[src/line_status_regs.vh]
// Functional notes
// - Bit 5 of line status reads 1 while far loopback is closed, else 0.
// - Bits 4..0 report attenuation code; codes 10110 and above mean over 44 dB.
// - Reading status A clears all its bits.
// - Reading status B clears it and withdraws the request it raised.
// - Status A bit 7 latches equalizer out-of-range events.
// - Status A bit 6 latches inband activate-code events.
// - Status A bit 5 latches inband deactivate-code events.
// - Status A bit 4 latches pattern sync status events.
// - Status A bit 3 latches transmit clock loss events.
// - Status A bit 2 latches line driver fault events.
// - Status A bit 1 latches alarm indication events.
// - Status A bit 0 latches loss-of-signal events.
// - Status B bit 7 latches waveform amplitude overflow.
// - Status B bit 6 latches jitter buffer overflow.
// - Status B bit 5 latches jitter buffer underflow.
// - Status B bit 4 latches pattern bit error events.
// - Status B bit 3 latches excessive zeros events.
// - Status B bit 2 latches code violation events.
// - Status B bit 1 latches one-second timer expiry.
// - Status B bit 0 latches error counter overflow.
// - Unmasked real-time bits raise events on rise, or any change if edge-select set.
// - Transmit clock is lost when untoggled for more than 70 clock cycles.
`ifndef LINE_STATUS_REGS_VH
`define LINE_STATUS_REGS_VH

// Byte addresses are four times these indices
`define IDX_LINE_STATUS      8'h15
`define IDX_EVENT_STATUS_A   8'h16
`define IDX_EVENT_STATUS_B   8'h17
`define IDX_EVENT_MASK       8'h20
`define IDX_EDGE_SELECT      8'h21
`define IDX_REALTIME_STATUS  8'h22

`define ADDR_LINE_STATUS     12'h054
`define ADDR_EVENT_STATUS_A  12'h058
`define ADDR_EVENT_STATUS_B  12'h05C
`define ADDR_EVENT_MASK      12'h080
`define ADDR_EDGE_SELECT     12'h084
`define ADDR_REALTIME_STATUS 12'h088

`define BIT_FAR_LOOPBACK     5
`define ATTEN_MSB            4
`define ATTEN_SATURATE       5'h16
`define ATTEN_MAX_CODE       5'h1F

`define RESET_STATUS         8'h00
`define RESET_MASK           8'hFF
`define RESET_EDGE           8'h00

`define TX_CLOCK_LOSS_CYCLES 7'h46
`define TX_CLOCK_CNT_W       7

`endif

[src/line_status_interrupt_regs.v]
`timescale 1ns/10ps
`default_nettype none
`include "line_status_regs.vh"

module line_status_interrupt_regs (
    // APB slave
    input  wire        pclk,
    input  wire        presetn,
    input  wire        psel,
    input  wire        penable,
    input  wire        pwrite,
    input  wire [11:0] paddr,
    input  wire [31:0] pwdata,
    output reg  [31:0] prdata,
    output reg         pready,
    output reg         pslverr,
    // Real-time line conditions
    input  wire        far_loopback_active,
    input  wire [5:0]  line_attenuation_raw,
    input  wire        equalizer_out_of_range,
    input  wire        inband_activate_seen,
    input  wire        inband_deactivate_seen,
    input  wire        pattern_sync,
    input  wire        driver_fault,
    input  wire        alarm_indication,
    input  wire        signal_absent,
    input  wire        tx_line_clock_input,
    // Pulse events for status B
    input  wire        waveform_amplitude_overflow_event,
    input  wire        jitter_buffer_overflow_event,
    input  wire        jitter_buffer_underflow_event,
    input  wire        pattern_bit_error_event,
    input  wire        excess_zeros_event,
    input  wire        code_violation_event,
    input  wire        second_timer_expiry_event,
    input  wire        error_counter_overflow_event,
    // Interrupt requests and transmit clock loss flag
    output reg         irq_status_a,
    output reg         irq_status_b,
    output reg         tx_clock_missing
);

    // ****************************************
    // State
    // ****************************************
    reg  [7:0]                   status_a_reg;
    reg  [7:0]                   status_b_reg;
    reg  [7:0]                   mask_reg;
    reg  [7:0]                   edge_sel_reg;
    reg  [7:0]                   realtime_prev_reg;
    reg  [`TX_CLOCK_CNT_W-1:0]   tx_idle_cnt_reg;
    reg                          tx_clk_prev_reg;
    reg                          tx_lost_reg;
    reg  [7:0]                   status_a_next;
    reg  [7:0]                   status_b_next;
    reg  [`TX_CLOCK_CNT_W-1:0]   tx_idle_cnt_next;
    reg  [31:0]                  rdata_next;
    reg                          err_next;

    wire        setup_phase;
    wire        access_rd;
    wire        access_wr;
    wire [7:0]  realtime_now;
    wire [7:0]  event_a;
    wire [7:0]  event_b;
    wire [4:0]  atten_code;
    wire [7:0]  line_status;
    wire        read_a;
    wire        read_b;

    // ****************************************
    // Bus decode
    // ****************************************
    // Zero wait states: answer in the first access cycle
    assign setup_phase = psel & ~penable;
    assign access_rd   = psel & penable & ~pwrite;
    assign access_wr   = psel & penable & pwrite;
    assign read_a      = access_rd & (paddr == `ADDR_EVENT_STATUS_A);
    assign read_b      = access_rd & (paddr == `ADDR_EVENT_STATUS_B);

    // ****************************************
    // Line status composition
    // ****************************************
    // Saturate raw measurement, beyond the top step all codes mean over 44 dB
    assign atten_code  = (line_attenuation_raw > {1'b0, `ATTEN_MAX_CODE}) ? `ATTEN_MAX_CODE :
                         line_attenuation_raw[`ATTEN_MSB:0];
    assign line_status = {2'b00, far_loopback_active, atten_code};

    // ****************************************
    // Transmit clock watchdog
    // ****************************************
    always @* begin
        if (tx_line_clock_input != tx_clk_prev_reg) begin
            tx_idle_cnt_next = {`TX_CLOCK_CNT_W{1'b0}};
        end else if (tx_idle_cnt_reg != `TX_CLOCK_LOSS_CYCLES) begin
            tx_idle_cnt_next = tx_idle_cnt_reg + 1'b1;
        end else begin
            tx_idle_cnt_next = tx_idle_cnt_reg;
        end
    end

    always @(posedge pclk or negedge presetn) begin
        if (!presetn) begin
            tx_clk_prev_reg  <= 1'b0;
            tx_idle_cnt_reg  <= {`TX_CLOCK_CNT_W{1'b0}};
            tx_lost_reg      <= 1'b0;
            tx_clock_missing <= 1'b0;
        end else begin
            tx_clk_prev_reg  <= tx_line_clock_input;
            tx_idle_cnt_reg  <= tx_idle_cnt_next;
            // Set once idle count reaches 70 cycles
            tx_lost_reg      <= (tx_idle_cnt_next == `TX_CLOCK_LOSS_CYCLES);
            tx_clock_missing <= (tx_idle_cnt_next == `TX_CLOCK_LOSS_CYCLES);
        end
    end

    // ****************************************
    // Event detection
    // ****************************************
    assign realtime_now = {equalizer_out_of_range,
                           inband_activate_seen,
                           inband_deactivate_seen,
                           pattern_sync,
                           tx_lost_reg,
                           driver_fault,
                           alarm_indication,
                           signal_absent};

    genvar i;
    generate
        for (i = 0; i < 8; i = i + 1) begin : g_evt
            // Mask 1 blocks; edge-select 1 counts either direction
            assign event_a[i] = ~mask_reg[i] &
                                (edge_sel_reg[i] ? (realtime_now[i] ^ realtime_prev_reg[i])
                                                 : (realtime_now[i] & ~realtime_prev_reg[i]));
        end
    endgenerate

    assign event_b = {waveform_amplitude_overflow_event,
                      jitter_buffer_overflow_event,
                      jitter_buffer_underflow_event,
                      pattern_bit_error_event,
                      excess_zeros_event,
                      code_violation_event,
                      second_timer_expiry_event,
                      error_counter_overflow_event};

    // ****************************************
    // Sticky status
    // ****************************************
    // Set beats clear so an event during the read is not lost
    always @* begin
        status_a_next = (read_a ? 8'h00 : status_a_reg) | event_a;
        status_b_next = (read_b ? 8'h00 : status_b_reg) | event_b;
    end

    // ****************************************
    // Read mux
    // ****************************************
    always @* begin
        rdata_next = 32'h0000_0000;
        err_next   = 1'b0;
        // Report what the access edge clears, so an event landing at setup is not lost
        case (paddr)
            `ADDR_LINE_STATUS:     rdata_next = {24'h000000, line_status};
            `ADDR_EVENT_STATUS_A:  rdata_next = {24'h000000, status_a_next};
            `ADDR_EVENT_STATUS_B:  rdata_next = {24'h000000, status_b_next};
            `ADDR_EVENT_MASK:      rdata_next = {24'h000000, mask_reg};
            `ADDR_EDGE_SELECT:     rdata_next = {24'h000000, edge_sel_reg};
            `ADDR_REALTIME_STATUS: rdata_next = {24'h000000, realtime_now};
            default:               err_next   = 1'b1;
        endcase
        // Status and line registers are read-only
        if (pwrite && (paddr != `ADDR_EVENT_MASK) && (paddr != `ADDR_EDGE_SELECT)) begin
            err_next = 1'b1;
        end
    end

    always @(posedge pclk or negedge presetn) begin
        if (!presetn) begin
            status_a_reg      <= `RESET_STATUS;
            status_b_reg      <= `RESET_STATUS;
            mask_reg          <= `RESET_MASK;
            edge_sel_reg      <= `RESET_EDGE;
            realtime_prev_reg <= 8'h00;
            irq_status_a      <= 1'b0;
            irq_status_b      <= 1'b0;
            prdata            <= 32'h0000_0000;
            pready            <= 1'b0;
            pslverr           <= 1'b0;
        end else begin
            realtime_prev_reg <= realtime_now;
            status_a_reg      <= status_a_next;
            status_b_reg      <= status_b_next;
            irq_status_a      <= |status_a_next;
            // Request drops with the clearing read
            irq_status_b      <= |status_b_next;
            if (access_wr && paddr == `ADDR_EVENT_MASK) begin
                mask_reg <= pwdata[7:0];
            end
            if (access_wr && paddr == `ADDR_EDGE_SELECT) begin
                edge_sel_reg <= pwdata[7:0];
            end
            // Answer prepared in setup so pready stands in the access cycle
            pready  <= setup_phase;
            pslverr <= setup_phase & err_next;
            if (setup_phase && !pwrite) begin
                prdata <= rdata_next;
            end
        end
    end

endmodule
`default_nettype wire

[config.mk]
export PLATFORM = sky130hd
export DESIGN_NAME = line_status_interrupt_regs
export DESIGN_NICKNAME = d
export VERILOG_FILES = /design/src/line_status_interrupt_regs.v
export VERILOG_INCLUDE_DIRS = /design/src
export SDC_FILE = /design/constraint.sdc
export NUM_CORES = 1
export LEC_CHECK = 0
export ABC_AREA = 1
export BUFFER_PORTS_ARGS = -buffer_cell sky130_fd_sc_hd__clkbuf_2
export CAP_MARGIN = 20
export CORE_MARGIN = 3
export CORE_UTILIZATION = 25
export CTS_CLUSTER_DIAMETER = 80
export CTS_CLUSTER_SIZE = 28
export DETAILED_ROUTE_END_ITERATION = 8
export GPL_TIMING_DRIVEN = 0
export PLACE_DENSITY_LB_ADDON = 0.05
export SYNTH_ARGS = -nofsm -noshare
export SYNTH_HDL_FRONTEND = slang
export SYNTH_SLANG_ARGS = --single-unit
[constraint.sdc]
create_clock -name pclk -period 1.8 [get_ports pclk]
set_input_delay 0.09 -clock pclk [delete_from_list [all_inputs] [get_ports pclk]]
set_output_delay 0.09 -clock pclk [all_outputs]
set_load 0.1 [all_outputs]
==> impl_metrics.env <==
export IMPL_rows=41
export IMPL_maxCapViolCount=0
export IMPL_max_stage_delay_ps=530
export IMPL_start_kind="input pin"
export IMPL_gp_congestion=0.761
export IMPL_root_buffer="clkbuf_16"
export IMPL_cpMostUsedCell="nor2_1"
export IMPL_drive_above_1_share=0.252
export IMPL_power_density_nw_per_um2=822
export IMPL_vias=2848
export IMPL_dieArea_sq_um=14900
export IMPL_fin_nets=610
export IMPL_ctsHoldBuffers=18
export IMPL_path_max_fanout=6
export IMPL_place_area_sq_um=3990
export IMPL_final_cells=704
export IMPL_syn_avg_cell_area_sq_um=8.10
export IMPL_drc=0
export IMPL_slew_headroom=0.636
export IMPL_ant_nets=0
export IMPL_hold_class="in2reg"
export IMPL_path_class="in2reg"
export IMPL_clock_fmax_mhz=630
export IMPL_start_util=0.261
export IMPL_overflow=0
export IMPL_synthToLayoutAreaGrowth_pct=33.0
export IMPL_clk_pin_slew_ps=50
export IMPL_post_cts_buffers=0
export IMPL_leakage_nw=2.31
export IMPL_htree_levels=3
export IMPL_cp_required_ps=2010
export IMPL_gr_usage_all_layers=0.129
export IMPL_netlist_area_sq_um=3360
export IMPL_vias_per_cell=4.05
export IMPL_ys_warn_count=0
export IMPL_wl_per_cell_um=12.6
export IMPL_rsz0062_at_grt="no"
export IMPL_worst_skew_pair_late_latency_ps=320
export IMPL_antenna_found_initial=0
export IMPL_synth_distinct_cells=34
export IMPL_postLayoutCoreUtil=0.347
export IMPL_clock_sinks=61
export IMPL_ys_seq_area_frac=0.457
export IMPL_clockBufferDepth=2
export IMPL_finalInstanceArea_sq_um=4470
export IMPL_crit_family="buffers and inverters"
export IMPL_dp_cells=671
export IMPL_synth_seq_cells=61
export IMPL_cts_tree="done"
export IMPL_crit_slowest_cell="dlygate4sd3_1"
export IMPL_drt_pass1_iterations=4
export IMPL_hpwl_um=6820
export IMPL_drv_slew=0
export IMPL_io_buffers=60
export IMPL_grt_pass1_vias=2866
export IMPL_status="finished, final reports clean"
export IMPL_core_sq_um=12900
export IMPL_p_int_mw=2.69
export IMPL_place_ws_ps=170
export IMPL_crit_chain="dlygate4sd3_1, clkbuf_2, xnor2_1, inv_1, nor3_1, nor2_1, nand3_1, nor2_1"
export IMPL_synth_area_top_cells="dfrtp_1, nand2_1, nand3_1"
export IMPL_min_period_ps=1590
export IMPL_tightest_slew_ps=549
export IMPL_critPathArrivalTime_ps=1800
export IMPL_fp_dieH_um=122
export IMPL_cts_resized=0
export IMPL_drtIter0Drc=93
export IMPL_layout_setup_ws_ps=212
export IMPL_grt_max_degree=50
export IMPL_yosysTopAreaCellShare=0.395
export IMPL_syn_inst=415
export IMPL_setup_viol=0
export IMPL_grt_pass1_wl_um=14400
export IMPL_combPwrFrac=0.147
export IMPL_pin_count=109
export IMPL_fillers=1420
export IMPL_holdWs_ps=8.08
export IMPL_layout_worst_path_cycle_share=0.882
export IMPL_clockPowerShare=0.468
export IMPL_critPathCaptureType="flip-flop"
export IMPL_p_seq_frac=0.385
export IMPL_tns_ps=0
export IMPL_finalHoldViolCount=0
export IMPL_p_sw_uw=981
export IMPL_power_total_mw=3.67
export IMPL_antennaDiodeCount=0
export IMPL_cts_buffers_inserted=9
export IMPL_die_w_um=122
export IMPL_vdd_drop_max_mv=0.369
export IMPL_routed_wl_um=8840
export IMPL_crit_buf_inv=3
export IMPL_finClkSkew_ps=4.07
export IMPL_yosysTopAreaCell="dfrtp_1"
export IMPL_p_sw_frac=0.267
worst register-to-register path, delay by kind of cell (launching register included):
kind / cells / cell delay (ps)
and+or+nand+nor: 4 / 490
xor gates and xnor gates: 1 / 430
DFF: 1 / 370
buffers and inverters: 1 / 160
synthesized netlist by cell type:
cell type and number:
nor2_4 4, nand2_4 1, nor3b_1 1, o211ai_1 4, inv_1 45, inv_2 5
nand2_1 114, a31oi_1 1, o21ai_1 18, nor2_8 1, nor3_1 2, dfstp_2 8
a211o_1 4, xnor2_1 2, nand3b_1 1, nand3_4 1, nor3b_2 1, nor4_1 1
conb_1 1, nand3_1 44, nand3_2 2, nor3_4 2, nand4_1 2, xor2_1 3
or2_2 3, dfrtp_1 53, a31oi_4 1, a21oi_1 2, ha_1 10, buf_4 26
nand2_2 2, o21ai_0 1, buf_2 3, nor2_1 46
metal layers:
metal  GRT usage  vias to the layer above  wire length [um]
met1       0.163                     1277              3970
met2       0.216                       62              4270
met3      0.0218                       11               429
met5           0                        -                 0
li1            -                     1498                 -
met4      0.0609                        0               167
worst paths after layout:
kind	startpoint	endpoint	cells past startpoint	slack (ps)
setup / recovery	tx_line_clock_input	tx_lost_reg	8	210
hold / removal	pwdata[1]	mask_reg[1]	3	8
setup reg to reg	tx_clk_prev_reg	tx_lost_reg	6	240
hold reg to reg	tx_lost_reg	realtime_prev_reg[3]	0	430
max in group asynchronous	presetn	mask_reg[5]	3	1040
min in group asynchronous	presetn	realtime_prev_reg[6]	2	190
logic make-up (layout without fill, tap and decap cells):
family,after synthesis,after routing,share of synthesized area
compound gates,31,31,0.0588
xor+xnor,5,5,0.0130
fa+ha+maj,10,10,0.0372
buf+inv,79,173,0.118
flops,61,61,0.457
other cells,1,24,0.00112
simple gates,228,228,0.314
power groups by stage:
stage          combinational (mW)  clock (mW)  sequential (mW)
4_1_cts                     0.547        1.78             1.41
6_report                    0.540        1.72             1.41
3_3_place_gp                0.505           0             1.43
5_1_grt                     0.587        1.85             1.41
3_5_place_dp                0.517           0             1.43
2_1_floorplan               0.363           0             1.45
placed cells by master (no fill, tap or decap), types with 3 or more instances in the layout:
cell	n
dfstp_2	8
buf_4	26
nor2_4	4
inv_1	45
dfrtp_1	52
o21ai_1	18
inv_2	5
clkbuf_16	9
xor2_1	3
clkbuf_2	59
buf_2	3
ha_1	10
dlygate4sd3_1	18
nor2_1	46
a211o_1	4
nand2_1	114
o211ai_1	4
conb_1	24
nand3_1	44
or2_2	3
clkbuf_1	3
layout make-up:
class | count | area (sq um) | area share
Tap cell | 172 | 215 | 0.0482
Sequential cell | 61 | 1540 | 0.344
Buffer | 29 | 210 | 0.0471
Inverter | 50 | 188 | 0.0420
Timing Repair Buffer | 79 | 510 | 0.114
Multi-Input combinational cell | 298 | 1510 | 0.338
Clock inverter | 1 | 30.0 | 0.00672
Clock buffer | 14 | 264 | 0.0591
Power figures use the tool's default switching activity.
